==> config.mk <==
export PLATFORM = sky130hd
export DESIGN_NAME = ccps_top
export DESIGN_NICKNAME = d
export VERILOG_FILES = /design/src/include/ccps_pkg.sv /design/src/hdl/ccps_sync.sv /design/src/hdl/ccps_top.sv
export SDC_FILE = /design/constraint.sdc
export NUM_CORES = 1
export LEC_CHECK = 0
export BUFFER_PORTS_ARGS = -buffer_cell sky130_fd_sc_hd__buf_2
export CAP_MARGIN = 10
export CORE_MARGIN = 8
export CORE_UTILIZATION = 50
export CTS_BUF_LIST = sky130_fd_sc_hd__clkbuf_16
export CTS_CLUSTER_SIZE = 25
export DETAILED_ROUTE_END_ITERATION = 6
export HOLD_SLACK_MARGIN = 0.05
export PLACE_DENSITY = 0.77
export SLEW_MARGIN = 20
export SYNTH_ARGS = -nofsm -noshare
export SYNTH_HDL_FRONTEND = slang
export SYNTH_SLANG_ARGS = --single-unit
==> constraint.sdc <==
create_clock -name i_clk -period 6.4 [get_ports i_clk]
set_input_delay 0.64 -clock i_clk [delete_from_list [all_inputs] [get_ports i_clk]]
set_output_delay 0.64 -clock i_clk [all_outputs]
set_load 0.1 [all_outputs]
==> src/include/ccps_pkg.sv <==
package ccps_pkg;
  localparam int unsigned CLK_HZ           = 100_000_000;
  // working time default (seconds); adjustable range 30..120
  localparam int unsigned WORK_TIME_S      = 30;
  localparam int unsigned WORK_TIME_CYC    = WORK_TIME_S * CLK_HZ;
  // fixed minimum interruption time of the curtain channels, ms
  localparam int unsigned MIN_INT_MS       = 100;
  localparam int unsigned MIN_INT_CYC      = MIN_INT_MS * (CLK_HZ / 1000);
  // synchronisation window between the two channels, us
  localparam int unsigned SYNC_WIN_US      = 500;
  localparam int unsigned SYNC_WIN_CYC     = SYNC_WIN_US * (CLK_HZ / 1_000_000);
  localparam logic [2:0]  CYCLES_DEFAULT   = 3'h1;
  localparam logic        RESTART_INH_RST  = 1'b0;

  typedef enum logic [1:0] {
    CCPS_COUNT   = 2'b00,
    CCPS_WAIT_ST = 2'b01,
    CCPS_RUN     = 2'b10,
    CCPS_HOLD    = 2'b11
  } ccps_state_t;
endpackage

==> src/hdl/ccps_sync.sv <==
module ccps_sync (
  input  wire logic i_clk,
  input  wire logic i_rst_n,
  input  wire logic i_async,
  output logic      o_level
);
  logic s1_q;
  logic s2_q;
  logic s3_q;

  // change accepted only when second and third stage agree
  always_ff @(posedge i_clk or negedge i_rst_n) begin
    if (!i_rst_n) begin
      s1_q    <= 1'b0;
      s2_q    <= 1'b0;
      s3_q    <= 1'b0;
      o_level <= 1'b0;
    end else begin
      s1_q <= i_async;
      s2_q <= s1_q;
      s3_q <= s2_q;
      if (s2_q == s3_q) begin
        o_level <= s3_q;
      end
    end
  end
endmodule

==> src/hdl/ccps_top.sv <==
// Function
// no mode input selects single cycle
// one mode input sets intervention count
// several modes is error, enable off
// output flags multiple modes selected
// output flags start button needed
// count interventions after power-up before movement
// start with clear field enables cycle
// reset input opening drops enable, recounts; count is cleared only if it opens in CCPS_RUN
// intervention during movement stops, full recount
// muting bridges both curtain channels
// input skips minimum interruption supervision
// field flag 0 free, 1 interrupted
// restart flag 0 inhibited, 1 not
// flags show running working and interrupt timers
// stores for start after timer, with button
// light curtain monitors its own channels
// muting driven by suitable sensor evaluation
// init flag set until first evaluation
// working time expiry drops enable
module ccps_top #(
  parameter int unsigned WORK_CYC = ccps_pkg::WORK_TIME_CYC,
  parameter int unsigned MINT_CYC = ccps_pkg::MIN_INT_CYC,
  parameter int unsigned SYNC_CYC = ccps_pkg::SYNC_WIN_CYC
) (
  input  wire logic i_clk,
  input  wire logic i_rst_n,
  input  wire logic i_start,
  input  wire logic i_mode_1,
  input  wire logic i_mode_2,
  input  wire logic i_mode_3,
  input  wire logic i_mode_4,
  input  wire logic i_curtain_channel_1,
  input  wire logic i_curtain_channel_2,
  input  wire logic i_cycle_reset_in,
  input  wire logic i_muting_in,
  input  wire logic i_no_min_interrupt_in,
  input  wire logic i_restart_free,
  output logic      o_cycle_enable_out,
  output logic      o_multi_mode_signal,
  output logic      o_start_needed_signal,
  output logic      o_start_after_timer_store,
  output logic      o_start_after_timer_button_store,
  output logic      o_field_state,
  output logic      o_restart_inhibit,
  output logic      o_working_time_timer,
  output logic      o_min_interrupt_timer,
  output logic      o_init_flag
);
  import ccps_pkg::*;

  logic [9:0] raw;
  logic [9:0] syn;
  assign raw = {i_restart_free, i_no_min_interrupt_in, i_muting_in, i_cycle_reset_in,
                i_curtain_channel_2, i_curtain_channel_1, i_mode_4, i_mode_3,
                i_mode_2, i_mode_1};

  // pins come from outside the clock domain, so every one is synchronised
  for (genvar g = 0; g < 10; g++) begin : g_sync
    ccps_sync u_sync (
      .i_clk   (i_clk),
      .i_rst_n (i_rst_n),
      .i_async (raw[g]),
      .o_level (syn[g])
    );
  end

  logic start_s;
  ccps_sync u_start (
    .i_clk   (i_clk),
    .i_rst_n (i_rst_n),
    .i_async (i_start),
    .o_level (start_s)
  );

  wire [3:0] modes   = syn[3:0];
  wire       ch1     = syn[4];
  wire       ch2     = syn[5];
  wire       cyc_rst = syn[6];
  wire       muting  = syn[7];
  wire       no_mint = syn[8];
  wire       rst_free = syn[9];

  wire [2:0] mode_cnt = 3'(modes[0]) + 3'(modes[1]) + 3'(modes[2]) + 3'(modes[3]);
  wire       multi    = (mode_cnt > 3'h1);
  wire [2:0] need     = modes[3] ? 3'h4 : modes[2] ? 3'h3 :
                        modes[1] ? 3'h2 : CYCLES_DEFAULT;

  // muting bridges both channels as clear
  wire ch1_b  = ch1 | muting;
  wire ch2_b  = ch2 | muting;
  wire both_clear = ch1_b & ch2_b;
  wire both_open  = ~ch1_b & ~ch2_b;
  wire mismatch   = ch1_b ^ ch2_b;

  logic        field_q;
  logic [2:0]  cnt_q;
  logic [31:0] mint_q;
  logic [31:0] sync_q;
  logic [31:0] work_q;
  logic        work_run_q;
  logic        mint_run_q;
  logic        valid_int_q;
  logic        start_d1_q;
  logic        cyc_rst_d1_q;
  logic        fault_q;
  logic        init_q;
  logic        restart_q;
  ccps_state_t state_q;
  ccps_state_t state_d;

  wire start_rise  = start_s & ~start_d1_q;
  wire reset_open  = ~cyc_rst & cyc_rst_d1_q;
  wire mint_done   = mint_run_q && (mint_q >= MINT_CYC - 1);
  // an interruption counts once the field clears again after a valid break
  wire intervention = field_q & both_clear & ~fault_q &
                      (no_mint | valid_int_q | mint_done);
  wire work_expire = work_run_q && (work_q >= WORK_CYC - 1);
  wire count_full  = (cnt_q >= need);
  wire run_stop    = ~both_clear | reset_open | work_expire | multi;

  always_comb begin
    state_d = state_q;
    case (state_q)
      CCPS_COUNT:   if (count_full && !multi) state_d = CCPS_WAIT_ST;
      CCPS_WAIT_ST: begin
        if (multi) state_d = CCPS_COUNT;
        else if (start_rise && both_clear && cyc_rst) state_d = CCPS_RUN;
      end
      CCPS_RUN:     if (run_stop) state_d = CCPS_COUNT;
      CCPS_HOLD:    state_d = CCPS_COUNT;
      default:      state_d = CCPS_COUNT;
    endcase
  end

  wire leaving_run = (state_q == CCPS_RUN) && (state_d != CCPS_RUN);

  always_ff @(posedge i_clk or negedge i_rst_n) begin
    if (!i_rst_n) begin
      state_q      <= CCPS_COUNT;
      start_d1_q   <= 1'b0;
      cyc_rst_d1_q <= 1'b0;
      init_q       <= 1'b1;
      restart_q    <= RESTART_INH_RST;
    end else begin
      state_q      <= state_d;
      start_d1_q   <= start_s;
      cyc_rst_d1_q <= cyc_rst;
      init_q       <= 1'b0;
      restart_q    <= rst_free;
    end
  end

  // field memory and intervention counter
  always_ff @(posedge i_clk or negedge i_rst_n) begin
    if (!i_rst_n) begin
      field_q <= 1'b0;
      cnt_q   <= 3'h0;
    end else begin
      if (!both_clear) field_q <= 1'b1;
      else if (field_q) field_q <= 1'b0;
      if (leaving_run || multi) cnt_q <= 3'h0;
      else if (state_q == CCPS_COUNT && intervention && !count_full)
        cnt_q <= cnt_q + 3'h1;
    end
  end

  // minimum interruption timer and channel synchronism check
  always_ff @(posedge i_clk or negedge i_rst_n) begin
    if (!i_rst_n) begin
      mint_q      <= 32'h0;
      mint_run_q  <= 1'b0;
      valid_int_q <= 1'b0;
      sync_q      <= 32'h0;
      fault_q     <= 1'b0;
    end else begin
      if (both_clear) begin
        mint_q      <= 32'h0;
        mint_run_q  <= 1'b0;
        valid_int_q <= 1'b0;
      end else if (both_open && !no_mint) begin
        mint_run_q <= ~mint_done & ~valid_int_q;
        if (mint_done) valid_int_q <= 1'b1;
        mint_q <= mint_q + 32'h1;
      end
      // channels must agree again within the sync window, whichever way they switch
      if (mismatch) sync_q <= sync_q + 32'h1;
      else sync_q <= 32'h0;
      if (mismatch && sync_q >= SYNC_CYC - 1) fault_q <= 1'b1;
      else if (both_clear && !field_q) fault_q <= 1'b0;
    end
  end

  // working time timer runs while the movement is enabled
  always_ff @(posedge i_clk or negedge i_rst_n) begin
    if (!i_rst_n) begin
      work_q     <= 32'h0;
      work_run_q <= 1'b0;
    end else if (state_d == CCPS_RUN) begin
      work_run_q <= 1'b1;
      work_q     <= (state_q == CCPS_RUN) ? work_q + 32'h1 : 32'h0;
    end else begin
      work_run_q <= 1'b0;
      work_q     <= 32'h0;
    end
  end

  always_ff @(posedge i_clk or negedge i_rst_n) begin
    if (!i_rst_n) begin
      o_cycle_enable_out               <= 1'b0;
      o_multi_mode_signal              <= 1'b0;
      o_start_needed_signal            <= 1'b0;
      o_start_after_timer_store        <= 1'b0;
      o_start_after_timer_button_store <= 1'b0;
      o_field_state                    <= 1'b0;
      o_restart_inhibit                <= 1'b0;
      o_working_time_timer             <= 1'b0;
      o_min_interrupt_timer            <= 1'b0;
      o_init_flag                      <= 1'b1;
    end else begin
      o_cycle_enable_out    <= (state_d == CCPS_RUN) && !multi;
      o_multi_mode_signal   <= multi;
      o_start_needed_signal <= (state_d == CCPS_WAIT_ST);
      o_start_after_timer_store        <= (state_d == CCPS_WAIT_ST) ||
                                          (state_d == CCPS_RUN);
      o_start_after_timer_button_store <= (state_d == CCPS_RUN);
      o_field_state         <= field_q;
      o_restart_inhibit     <= restart_q;
      o_working_time_timer  <= work_run_q;
      o_min_interrupt_timer <= mint_run_q;
      o_init_flag           <= init_q;
    end
  end

  enable_multi_a: assert property (@(posedge i_clk) disable iff (!i_rst_n)
    multi |=> ##1 !o_cycle_enable_out) else $error("enable with multiple modes");
  multi_sig_a: assert property (@(posedge i_clk) disable iff (!i_rst_n)
    multi |=> o_multi_mode_signal) else $error("multi mode not signalled");
  start_sig_a: assert property (@(posedge i_clk) disable iff (!i_rst_n)
    o_start_needed_signal |-> !o_cycle_enable_out) else $error("start and enable");
  count_gate_a: assert property (@(posedge i_clk) disable iff (!i_rst_n)
    (state_q == CCPS_RUN) |-> cnt_q >= need || multi) else $error("run without count");
  enable_rise_a: assert property (@(posedge i_clk) disable iff (!i_rst_n)
    $rose(o_cycle_enable_out) |-> $past(start_rise, 1)) else $error("enable w/o start");
  reset_drop_a: assert property (@(posedge i_clk) disable iff (!i_rst_n)
    (state_q == CCPS_RUN && reset_open) |=> !o_cycle_enable_out) else $error("no drop");
  field_stop_a: assert property (@(posedge i_clk) disable iff (!i_rst_n)
    (state_q == CCPS_RUN && !both_clear) |=> cnt_q == 3'h0) else $error("no recount");
  default_one_a: assert property (@(posedge i_clk) disable iff (!i_rst_n)
    (modes == 4'h0) |-> need == 3'h1) else $error("default not single");
  work_drop_a: assert property (@(posedge i_clk) disable iff (!i_rst_n)
    (state_q == CCPS_RUN && work_expire) |=> !o_cycle_enable_out) else $error("timeout");
  init_clear_a: assert property (@(posedge i_clk) disable iff (!i_rst_n)
    !init_q |=> !o_init_flag) else $error("init flag stuck");
  mode_two_a: assert property (@(posedge i_clk) disable iff (!i_rst_n)
    (modes == 4'h2) |-> need == 3'h2) else $error("two cycle count wrong");
  // muted channels must look clear whatever the curtain reports
  mute_bridge_a: assert property (@(posedge i_clk) disable iff (!i_rst_n)
    muting |-> both_clear) else $error("muting not bridged");
  // field flag passes field memory and output stage, two edges
  field_flag_a: assert property (@(posedge i_clk) disable iff (!i_rst_n)
    !both_clear |=> ##1 o_field_state) else $error("field flag not set");
  restart_flag_a: assert property (@(posedge i_clk) disable iff (!i_rst_n)
    restart_q |=> o_restart_inhibit) else $error("restart flag wrong");
  work_flag_a: assert property (@(posedge i_clk) disable iff (!i_rst_n)
    (state_q == CCPS_RUN) |=> o_working_time_timer) else $error("work flag off");
  mint_flag_a: assert property (@(posedge i_clk) disable iff (!i_rst_n)
    mint_run_q |=> o_min_interrupt_timer) else $error("interrupt flag off");
  store_run_a: assert property (@(posedge i_clk) disable iff (!i_rst_n)
    (state_q == CCPS_RUN) |-> o_start_after_timer_button_store) else $error("store off");

  run_c: cover property (@(posedge i_clk) disable iff (!i_rst_n) $rose(o_cycle_enable_out));
  multi_c: cover property (@(posedge i_clk) disable iff (!i_rst_n) $rose(o_multi_mode_signal));
  stop_c: cover property (@(posedge i_clk) disable iff (!i_rst_n)
    state_q == CCPS_RUN && !both_clear);
  // count reached and the working time running out are the other main paths
  armed_c: cover property (@(posedge i_clk) disable iff (!i_rst_n)
    $rose(o_start_needed_signal));
  expire_c: cover property (@(posedge i_clk) disable iff (!i_rst_n)
    state_q == CCPS_RUN && work_expire);
endmodule

==> summary.md, run 1 <==
| Metric | Value |
|---|---|
| CTS H-tree lvls | 4 |
| Post-synthesis adder-cell area fraction | 3.850% |
| Pre-CTS setup slack | 2.917 ns |
| Clock Skews | 0.007250 ns |
| Worst endpoint required time | 6.66 ns |
| Avg Inst Size Synth | 10.87 um2 |
| Fin nets | 695 |
| Post-synthesis xor/xnor area fraction | 9.698% |
| Crit. End Element | flip-flop |
| Setup TNS | 0 ns |
| Critical path's top delay family | simple AND/OR/NAND/NOR gates |
| Vias in the first global route | 4832 |
| Arrival @ worst endpoint | 3.76 ns |
| Crit Path Category | reg -> reg |
| Post-synth top area cell | dfrtp_1 |
| Most common cell in the netlist | dfrtp_1 |
| Main synth FF type | dfrtp_1 |
| Mapped cell area | 0.006954 mm2 |
| Die area | 0.01794 mm2 |
| Share of the synthesized area in the top cell type | 57.93% |
| Grt ovf | 0 |
| Synth Area in Compound Gates | 5.488% |
| CTS Hold Buffers Added | 0 |
| Worst-margin pin slew | 1.003 ns |
| Unrepaired setup endpoints after global routing | no |
| Area of the multi-input gates | 0.002755 mm2 |
| Via Count | 4658 |
| First-pass GRT wire length | 22160 um |
| YS warnings | 0 |
| Hold slack | 0.3137 ns |
| Final hold vios | 0 |
| DR iter-0 viols | 291 |
| Post-route ant nets | 0 |
| Highest routed layer | met4 |
| RD Place Congestion | 0.7997 |
| CP Launch Type | flip-flop |
| Mapped Cells | 640 |
| Number of distinct library cells after synthesis | 50 |
| Worst-Skew Late Latency | 0.42 ns |
| Wire length on met3 | 459 um |
| Largest net degree at the start of global routing | 107 |
| Buf+Inv Stages, Crit Path | 0 |
| Layout cells sized above 1 | 10.40% |
| Die Wd | 133.9 um |
| Detail Route met2 WL | 6144 um |
| Largest family of logic cells by synthesized area | simple AND/OR/NAND/NOR gates |
| Clock period minus final worst setup slack | 3.499 ns |
| # Max-Cap Violations | 0 |
| Max clock buf depth | 2 |
| Power density cells | 278.9 mW/mm2 |
| Max-slew headroom | 32.97% |
| Postcts setup bufs | 0 |
| Starting Density | 50.69% |
| Min-delay worst type | in -> async |
| Syn Nets | 665 |
| Simple-Gate Fraction of Synth Area | 20.39% |
| Post-synthesis register bit count | 163 |
| Sinks on Clock Net | 163 |
| Via density | 5.397 |
| WL final | 12370 um |
| Clock slew at reported path FFs | 0.06 ns |
| DP HPWL | 8328 um |
| CTS tree | built |
| Core ar. | 0.01372 mm2 |
| Max incr delay on CP | 0.75 ns |
| Top Ports | 23 |
| Tcrit/Tclk final | 54.67% |
| Seq. cell area | 0.004081 mm2 |
| Port bufs | 22 |
| # resized after CTS | 0 |
| Critical Path Fanout Max | 31 |
| Max VDD drop | 0.0002637 V |
| Status | finished clean |
| Slowest CP cell | nand2_1 |
| M1 WL | 5599 um |
| Ranking of synthesized cells by area | dfrtp_1, xor2_1, nor2_1 |
| Synth async-reset ratio | 100.0% |
| Worst-path cell chain | ha_1 > nand3_1 > nor3_1 > o21ai_0 > nand3_1 > a2111oi_0 > o41a_1 > ha_1 > nand2_1 > nor2_1 |
| Core Rows | 43 |
| Top post-synthesis cells by count | dfrtp_1, nor2_1, xor2_1 |
| Diode count | 0 |
| Global-route usage over all layers | 15.10% |
| Wire per inst | 14.33 um |
| Die Y | 133.9 um |
| Root Buffer Master | clkbuf_16 |
| CTS Buf Count | 17 |
| Drt first pass iters | 4 |
| Achievable Freq | 285.8 MHz |
| Post-synth EDFFs | 0 |
| Final max-slew violation count | 0 |
| Post-synthesis sequential area ratio | 58.69% |
| Initial antenna violation count | 0 |
| Mux share of post-synthesis cell area | 0.1439% |
| Area delta synth->final | 12.45% |
| Final setup violation count | 0 |
| # DRC | 0 |
| Worst Setup Slack, final | 2.901 ns |
| FILL cells | 1170 |
| Power Total | 2.181 mW |
| Leakage | 3.348 nW |
==> cell families (layout without fill, tap and decap cells) <==
kind of cell | after synthesis | in the layout
simple gates | 279 | 279
flops | 163 | 163
xor+xnor | 77 | 77
compound gates | 65 | 65
buf+inv | 31 | 74
fa+ha+maj | 23 | 23
other cells | 1 | 1
mux | 1 | 1
==> registers in the layout, indices dropped and copies added (netlist names), 2 cells and up <==
| register | flops |
|---|---|
| g_sync.u_sync.s2_q | 10 |
| mint_q | 32 |
| cnt_q | 3 |
| work_q | 32 |
| sync_q | 32 |
| state_q | 2 |
| g_sync.u_sync.o_level | 10 |
| g_sync.u_sync.s1_q | 10 |
| g_sync.u_sync.s3_q | 10 |
==> where the power goes <==
group | internal (mW) | switching, mW
registers | 1.06 | 0.0198
logic | 0.0309 | 0.117
clock network | 0.537 | 0.413
==> cell usage in the layout, fill, tap and decap left out, drive strengths merged, types with 5 or more instances in the layout <==
cell	count
clkbuf	17
nor2	95
xor2	58
ha	11
dfrtp	161
nand2	46
clkinv	5
or3	18
inv	23
nor3	8
xnor2	19
maj3	11
and2	6
o21ai	23
and3	11
nand3	30
nand4	27
a21oi	26
nor4	11
and4	11
buf	24
==> cell type report <==
class                   instances  share of cell area, %
well taps                     180                  2.880
inverters                      18                 0.8640
flip-flops and latches        163                  52.19
clock buffers                  17                  5.440
repair buffers                 24                  1.680
clock inverters                15                  1.712
multi-input cells             446                  35.23
==> final timing paths <==
kind | start | endpoint | slack [ns] | cells past startpoint
min in group i_clk | i_cycle_reset_in | g_sync[6].u_sync.s1_q | 0.32 | 1
worst min-delay path | i_rst_n | mint_q[17] | 0.31 | 1
worst max register to register | work_q[0] | work_q[3] | 2.90 | 10
worst max-delay path | work_q[0] | work_q[3] | 2.90 | 10
worst min register to register | restart_q | o_restart_inhibit | 0.34 | 0
max in group asynchronous | i_rst_n | mint_q[15] | 4.83 | 2
==> routing by layer <==
layer / vias to the layer above / global-route usage, %
met3: 19 / 4.263
met2: 79 / 24.38
met4: 0 / 6.238
li1: 2269 / -
met5: - / 0
met1: 2291 / 18.75
==> worst register-to-register path, stage by stage (launching register included) <==
cell and delay [ns]:
dfrtp_1 0.39, ha_1 0.20, nand3_1 0.20, nor3_1 0.66, o21ai_0 0.17, nand3_1 0.11
a2111oi_0 0.13, o41a_1 0.35, ha_1 0.22, nand2_1 0.75, nor2_1 0.14
==> through the flow <==
step | instance area (um2) | utilization (%) | std cells
2_1_floorplan | 6954 | - | 640
3_3_place_gp | 7261 | 52.92 | 831
3_5_place_dp | 7261 | 52.92 | 831
4_1_cts | 7820 | 57.00 | 863
5_1_grt | 7820 | 57.00 | 863
6_report | 7820 | 57.00 | 863
Power figures use the tool's default switching activity.
==> run 2: changes to the inputs <==
Settings changed: ABC_AREA from default to 1, PLACE_DENSITY 0.77 to 0.8.
Clock period 6.4 ns to 3.2 ns, I/O delays scaled along.
==> run 2 against run 1 <==
  * Synthesized cell count is 53% higher
  * Power up 120%
  * Clock skew grew 0.0020 ns
  * Critical path depth grew 9
  * Global-route usage is 3.2 points higher
==> summary.md, run 2 <==
| Metric | Value |
|---|---|
| Layout Cells excl Fill | 1261 |
| Setup TNS | 0 ns |
| CTS tree | built |
| Starting Density | 51.04% |
| DP HPWL | 12500 um |
| Most frequent cells in the layout | nand2_1, dfrtp_1, nor2_1 |
| Top flop regs | mint_q x32, sync_q x32, work_q x32 |
| Synth async-reset ratio | 100.0% |
| Final max-slew violation count | 0 |
| Reg2reg start | work_q[0] |
| Reg2reg path depth | 19 |
| Die Y | 143.1 um |
| Number of distinct library cells after synthesis | 49 |
| Largest net degree at the start of global routing | 70 |
| Initial antenna violation count | 0 |
| DR iter-0 viols | 594 |
| Crit path from | work_q[0] |
| Layout cells sized above 1 | 10.14% |
| Post-route ant nets | 0 |
| CP Launch Type | flip-flop |
| Top post-synthesis cells by count | nand2_1, dfrtp_1, nor2_1 |
| Placed Cells incl. Taps | 1217 |
| Core Rows | 46 |
| Die Wd | 143.1 um |
| CTS H-tree lvls | 4 |
| Avg Inst Size Synth | 8.234 um2 |
| First-pass GRT wire length | 30190 um |
| Ranking of synthesized cells by area | dfrtp_1, nand2_1, nor2_1 |
| Worst endpoint required time | 3.57 ns |
| Final core occ | 58.39% |
| Post-synth EDFFs | 0 |
| Buf+Inv Stages, Crit Path | 3 |
| Worst path most repeated cell | nand2_1 |
| Status | finished clean |
| Root Buffer Master | clkbuf_16 |
| Worst r2r dst | work_q[7] |
| Max-slew headroom | 49.84% |
| Post-synthesis register bit count | 163 |
| Commonest non-fill, non-tap cell in the layout | nand2_1 |
| Vias in the first global route | 6578 |
| Crit Path Category | reg -> reg |
| Max VDD drop | 0.0003540 V |
| CP Depth | 19 |
| Mapped Cells | 981 |
| Clock Skews | 0.009282 ns |
| FF-to-FF setup slack | 0.24 ns |
| Final hold vios | 0 |
| Tcrit/Tclk final | 92.40% |
| Worst-path cell chain | ha_1 > nand2_1 > nor2_1 > nand2_1 > nor2_4 > o21ai_0 > nand2_1 > nand2_1 > nand2_1 > nand2_1 > nand2_1 > nand2_1 > ha_1 > clkinvlp_4 > nor2_1 > buf_4 > inv_1 > o21ai_0 > o21a_1 |
| Sinks on Clock Net | 163 |
| Die area | 0.02048 mm2 |
| CTS Buf Count | 17 |
| Power density cells | 511.3 mW/mm2 |
| # DRC | 0 |
| Grt ovf | 0 |
| Core ar. | 0.01583 mm2 |
| Worst-Skew Late Latency | 0.43 ns |
| Post-synth top area cell | dfrtp_1 |
| Mapped cell area | 0.008078 mm2 |
| Final setup violation count | 0 |
| Diode count | 0 |
| Global-route usage over all layers | 18.33% |
| WL final | 17580 um |
| Via density | 5.410 |
| Min-delay worst type | reg -> reg |
| Most common cell in the netlist | nand2_1 |
| Max incr delay on CP | 0.40 ns |
| Post-synthesis sequential area ratio | 50.53% |
| # Max-Cap Violations | 0 |
| Worst-margin pin slew | 0.7456 ns |
| Wire per inst | 13.94 um |
| Leakage | 4.015 nW |
| Top Ports | 23 |
| Clock slew at reported path FFs | 0.07 ns |
| Syn Nets | 1006 |
| Crit. End Element | flip-flop |
| Share of the synthesized area in the top cell type | 49.88% |
| Fin nets | 1057 |
| Max clock buf depth | 2 |
| RD Place Congestion | 0.9229 |
| Achievable Freq | 338.2 MHz |
| Via Count | 6822 |
| Main synth FF type | dfrtp_1 |
| Worst setup path endpoint | work_q[7] |
| Critical path's top delay family | simple AND/OR/NAND/NOR gates |
| YS warnings | 0 |
| Arrival @ worst endpoint | 3.32 ns |
| Port bufs | 22 |
| Clock period minus final worst setup slack | 2.957 ns |
| Area delta synth->final | 14.41% |
| Slowest CP cell | dfrtp_1 |
| Drt first pass iters | 6 |
| Critical Path Fanout Max | 13 |
## run 2: cell types whose count changed after synthesis, sizes merged, moves of 10 or more
cell | previous run | this run
nand2 | 46 | 198
inv | 18 | 125
nor2 | 95 | 155
xor2 | 58 | 9
nor3 | 8 | 51
nand3 | 30 | 71
a21oi | 26 | 48
o21ai | 23 | 44
or3 | 18 | 0
xnor2 | 19 | 5
and4 | 11 | 0
and3 | 11 | 1
## run 2: metrics by stage
stage | worst slack (ns) | power, mW | hold WS [ns] | cell area, um2
3_3_place_gp | 0.3934 | 2.610 | 0.3323 | 8491
6_report | 0.2432 | 4.725 | 0.3479 | 9241
3_5_place_dp | 0.1831 | 2.621 | 0.3347 | 8491
2_1_floorplan | 0.6338 | 2.478 | 0.02441 | 8078
5_1_grt | -0.006311 | 4.902 | 0.3532 | 9241
4_1_cts | 0.1392 | 4.768 | 0.3501 | 9231
## run 2: routing by layer
metal  vias up  global-route usage (%)  wire [um]
li1       3327                       -          -
met3        37                   3.706        914
met4         0                   8.221        473
met5         -                       0          0
met1      3236                   23.70       7824
met2       222                   29.15       8371
## run 2: worst min-delay path by stage
stage                               start                    end  slack, ns  depth (start not counted)
global placement    g_sync[9].u_sync.s1_q  g_sync[9].u_sync.s2_q       0.33                          0
CTS                 g_sync[1].u_sync.s1_q  g_sync[1].u_sync.s2_q       0.35                          0
finish              g_sync[2].u_sync.s1_q  g_sync[2].u_sync.s2_q       0.35                          0
global route        g_sync[0].u_sync.s1_q  g_sync[0].u_sync.s2_q       0.35                          0
detailed placement  g_sync[1].u_sync.s1_q  g_sync[1].u_sync.s2_q       0.33                          0
floorplan                         i_rst_n               cnt_q[0]       0.02                          0
## run 2: area by class of cell
class	count	area [um2]
Multi-Input combinational cell	681	3480
Timing Repair Buffer	42	309.0
Sequential cell	163	4081
Clock buffer	17	425.4
Tap cell	216	270.3
Clock inverter	15	195.2
Inverter	127	480.5
Fill cell	1365	6586
## run 2: report_power, final
group	internal, mW	switching (mW)
Sequential	2.13	0.0387
Combinational	0.101	0.322
Clock	1.25	0.878
Total	3.49	1.24
## run 2: cell families after synthesis
group | synth area share [%]
other | 0.04642
buffers and inverters | 6.475
AOI/OAI and AO/OA | 7.667
DFF | 50.53
and+or+nand+nor | 30.45
xor gates and xnor gates | 1.518
adders and majority gates | 3.315
## run 2: timing repair
item / in CTS / in global routing
hold endpoints to repair: 78 / 0
buffers inserted: 0 / 0
gates resized for setup: 0 / 4
hold buffers: 12 / 0
setup endpoints to repair: 0 / 8
==> run 3: changes to the inputs <==
Settings changed: REMOVE_ABC_BUFFERS from default to 1, SYNTH_HIERARCHICAL from default to 1.
Clock period 3.2 ns to 2.4 ns, I/O delays scaled along.
==> run 3 against run 2 <==
  * Synthesized area increased by 0.81%
  * Clock skew about the same
  * Clock power grew 17%
==> summary.md, run 3 <==
| Metric | Value |
|---|---|
| Status | finished clean |
| Post-synthesis register bit count | 163 |
| Initial antenna violation count | 0 |
| Max-slew headroom | 64.66% |
| Mapped Cells | 999 |
| DR iter-0 viols | 626 |
| Sinks on Clock Net | 163 |
| Final hold vios | 0 |
| Number of distinct library cells after synthesis | 48 |
| CP Launch Type | flip-flop |
| Layout Cells excl Fill | 1309 |
| # DRC | 0 |
| Clock period minus final worst setup slack | 2.323 ns |
| Main synth FF type | dfrtp_1 |
| Die area | 0.02063 mm2 |
| Critical Path Fanout Max | 4 |
| CTS Buf Count | 17 |
| Crit path from | g_sync[3].u_sync/o_level |
| Grt ovf | 0 |
| Most common cell in the netlist | nand2_1 |
| Crit Path Category | reg -> reg |
| Avg Inst Size Synth | 8.151 um2 |
| Post-synth EDFFs | 0 |
| Max VDD drop | 0.0008927 V |
| Fin nets | 1105 |
| Top post-synthesis cells by count | nand2_1, dfrtp_1, nor2_1 |
| YS warnings | 6 |
| Reg2reg path depth | 15 |
| Commonest non-fill, non-tap cell in the layout | nand2_1 |
| Most frequent cells in the layout | nand2_1, dfrtp_1, nor2_1 |
| Largest net degree at the start of global routing | 53 |
| Core Rows | 46 |
| Top flop regs | mint_q x32, sync_q x32, work_q x32 |
| Placed Cells incl. Taps | 1261 |
| Final max-slew violation count | 0 |
| Area delta synth->final | 17.38% |
| WL final | 18220 um |
| Ranking of synthesized cells by area | dfrtp_1, nand2_1, nor2_1 |
| FILL cells | 1398 |
| Clock slew at reported path FFs | 0.07 ns |
| Final setup violation count | 0 |
| # Max-Cap Violations | 0 |
| RD Place Congestion | 0.9308 |
| Leakage | 4.289 nW |
| Hold slack | 0.3271 ns |
| Die Y | 143.6 um |
| Top Ports | 23 |
| Power density cells | 645.0 mW/mm2 |
| Worst-margin pin slew | 0.5252 ns |
| Reg2reg start | g_sync[3].u_sync/o_level |
| Port bufs | 22 |
| DP HPWL | 13250 um |
| Die Wd | 143.6 um |
| Vias in the first global route | 6704 |
| Via density | 5.310 |
| Synth async-reset ratio | 100.0% |
| Max clock buf depth | 2 |
| Post-synthesis sequential area ratio | 50.12% |
| Unrepaired setup endpoints after global routing | yes |
| Achievable Freq | 430.5 MHz |
| CTS H-tree lvls | 4 |
| CTS tree | built |
| Arrival @ worst endpoint | 2.64 ns |
| Starting Density | 51.26% |
| Drt first pass iters | 5 |
| Crit. End Element | flip-flop |
| Root Buffer Master | clkbuf_16 |
| Min-delay worst type | in -> async |
| Diode count | 0 |
| Wire per inst | 13.92 um |
| Worst-Skew Late Latency | 0.43 ns |
| Via Count | 6951 |
| Mapped cell area | 0.008143 mm2 |
| Global-route usage over all layers | 18.56% |
| Share of the synthesized area in the top cell type | 49.48% |
| Core ar. | 0.01589 mm2 |
| Post-synth top area cell | dfrtp_1 |
| Worst endpoint required time | 2.72 ns |
| Post-route ant nets | 0 |
| Layout cells sized above 1 | 14.55% |
| Tcrit/Tclk final | 96.78% |
| First-pass GRT wire length | 30810 um |
| Clock Skews | 0.009264 ns |
[run 3: cells by family (layout without fill, tap and decap cells)]
| group | Yosys count | after routing | synth area share (%) |
|---|---|---|---|
| fa+ha+maj | 12 | 12 | 1.936 |
| xor+xnor | 16 | 16 | 1.721 |
| other cells | 1 | 1 | 0.04605 |
| flops | 163 | 163 | 50.12 |
| compound gates | 123 | 123 | 8.251 |
| mux | 1 | 1 | 0.1383 |
| buf+inv | 146 | 240 | 6.838 |
| simple gates | 537 | 537 | 30.95 |
[run 3: routing by layer]
metal / vias up / global-route usage (%) / share of wire, %
met4: 0 / 6.253 / 1.7
met5: - / 0 / 0
li1: 3436 / - / -
met2: 173 / 30.99 / 49
met3: 28 / 4.346 / 4.3
met1: 3314 / 23.25 / 45
[run 3: cell type report]
type | count | area [um2] | share of cell area (%)
well taps | 216 | 270.3 | 2.828
inverters | 136 | 513.0 | 5.367
repair buffers | 72 | 549.3 | 5.747
flip-flops and latches | 163 | 4081 | 42.70
clock buffers | 17 | 425.4 | 4.451
clock inverters | 15 | 117.6 | 1.231
multi-input cells | 690 | 3601 | 37.68
[run 3: path summary, 6_finish.rpt]
kind	end	slack, ns
max	work_q[7]	0.08
min reg2reg	g_sync[4].u_sync/s2_q	0.35
min in group i_clk	g_sync[4].u_sync/s2_q	0.35
max in group asynchronous	restart_q	1.36
min	g_sync[7].u_sync/s2_q	0.33
max reg2reg	work_q[7]	0.08
[run 3: what timing repair did]
item                                    in CTS  in global routing
hold buffers                                12                  0
hold endpoints to repair                    57                  0
buffers inserted                             3                  2
gates resized for setup                     12                 21
pin swaps                                    5                 20
endpoints found under the setup margin      28                 35
cloned                                       0                  0
[run 3: per-stage QoR]
| stage | total power, mW | worst slack [ns] | utilization (%) | setup TNS (ns) | cell area (um2) |
|---|---|---|---|---|---|
| 3_5_place_dp | 3.643 | -0.3324 | 55.09 | -4.938 | 8751 |
| 6_report | 6.165 | 0.07733 | 60.17 | 0 | 9558 |
| 5_1_grt | 6.443 | -0.04509 | 60.17 | -0.3547 | 9558 |
| 2_1_floorplan | 3.388 | -0.8544 | - | -15.53 | 8097 |
| 4_1_cts | 6.199 | -0.05226 | 59.64 | -0.05226 | 9474 |
| 3_3_place_gp | 3.624 | -0.1857 | 55.09 | -1.855 | 8751 |
[run 3: critical path, stage by stage, from the launching register on]
cell and delay [ns]:
dfrtp_1 0.39, inv_2 0.08, buf_6 0.10, o21ai_2 0.04, ha_1 0.31, nand2_1 0.06, o211ai_1 0.25, nand3_1 0.12
o21a_1 0.17, ha_4 0.18, inv_4 0.07, nor2_4 0.05, buf_6 0.15, nand2_4 0.07, o21ai_2 0.05, o21a_1 0.10
[run 3: power breakdown]
part | total, mW | internal, mW | switching, mW
Sequential | 2.92 | 2.86 | 0.0620
Clock | 2.50 | 1.34 | 1.16
Combinational | 0.745 | 0.207 | 0.539
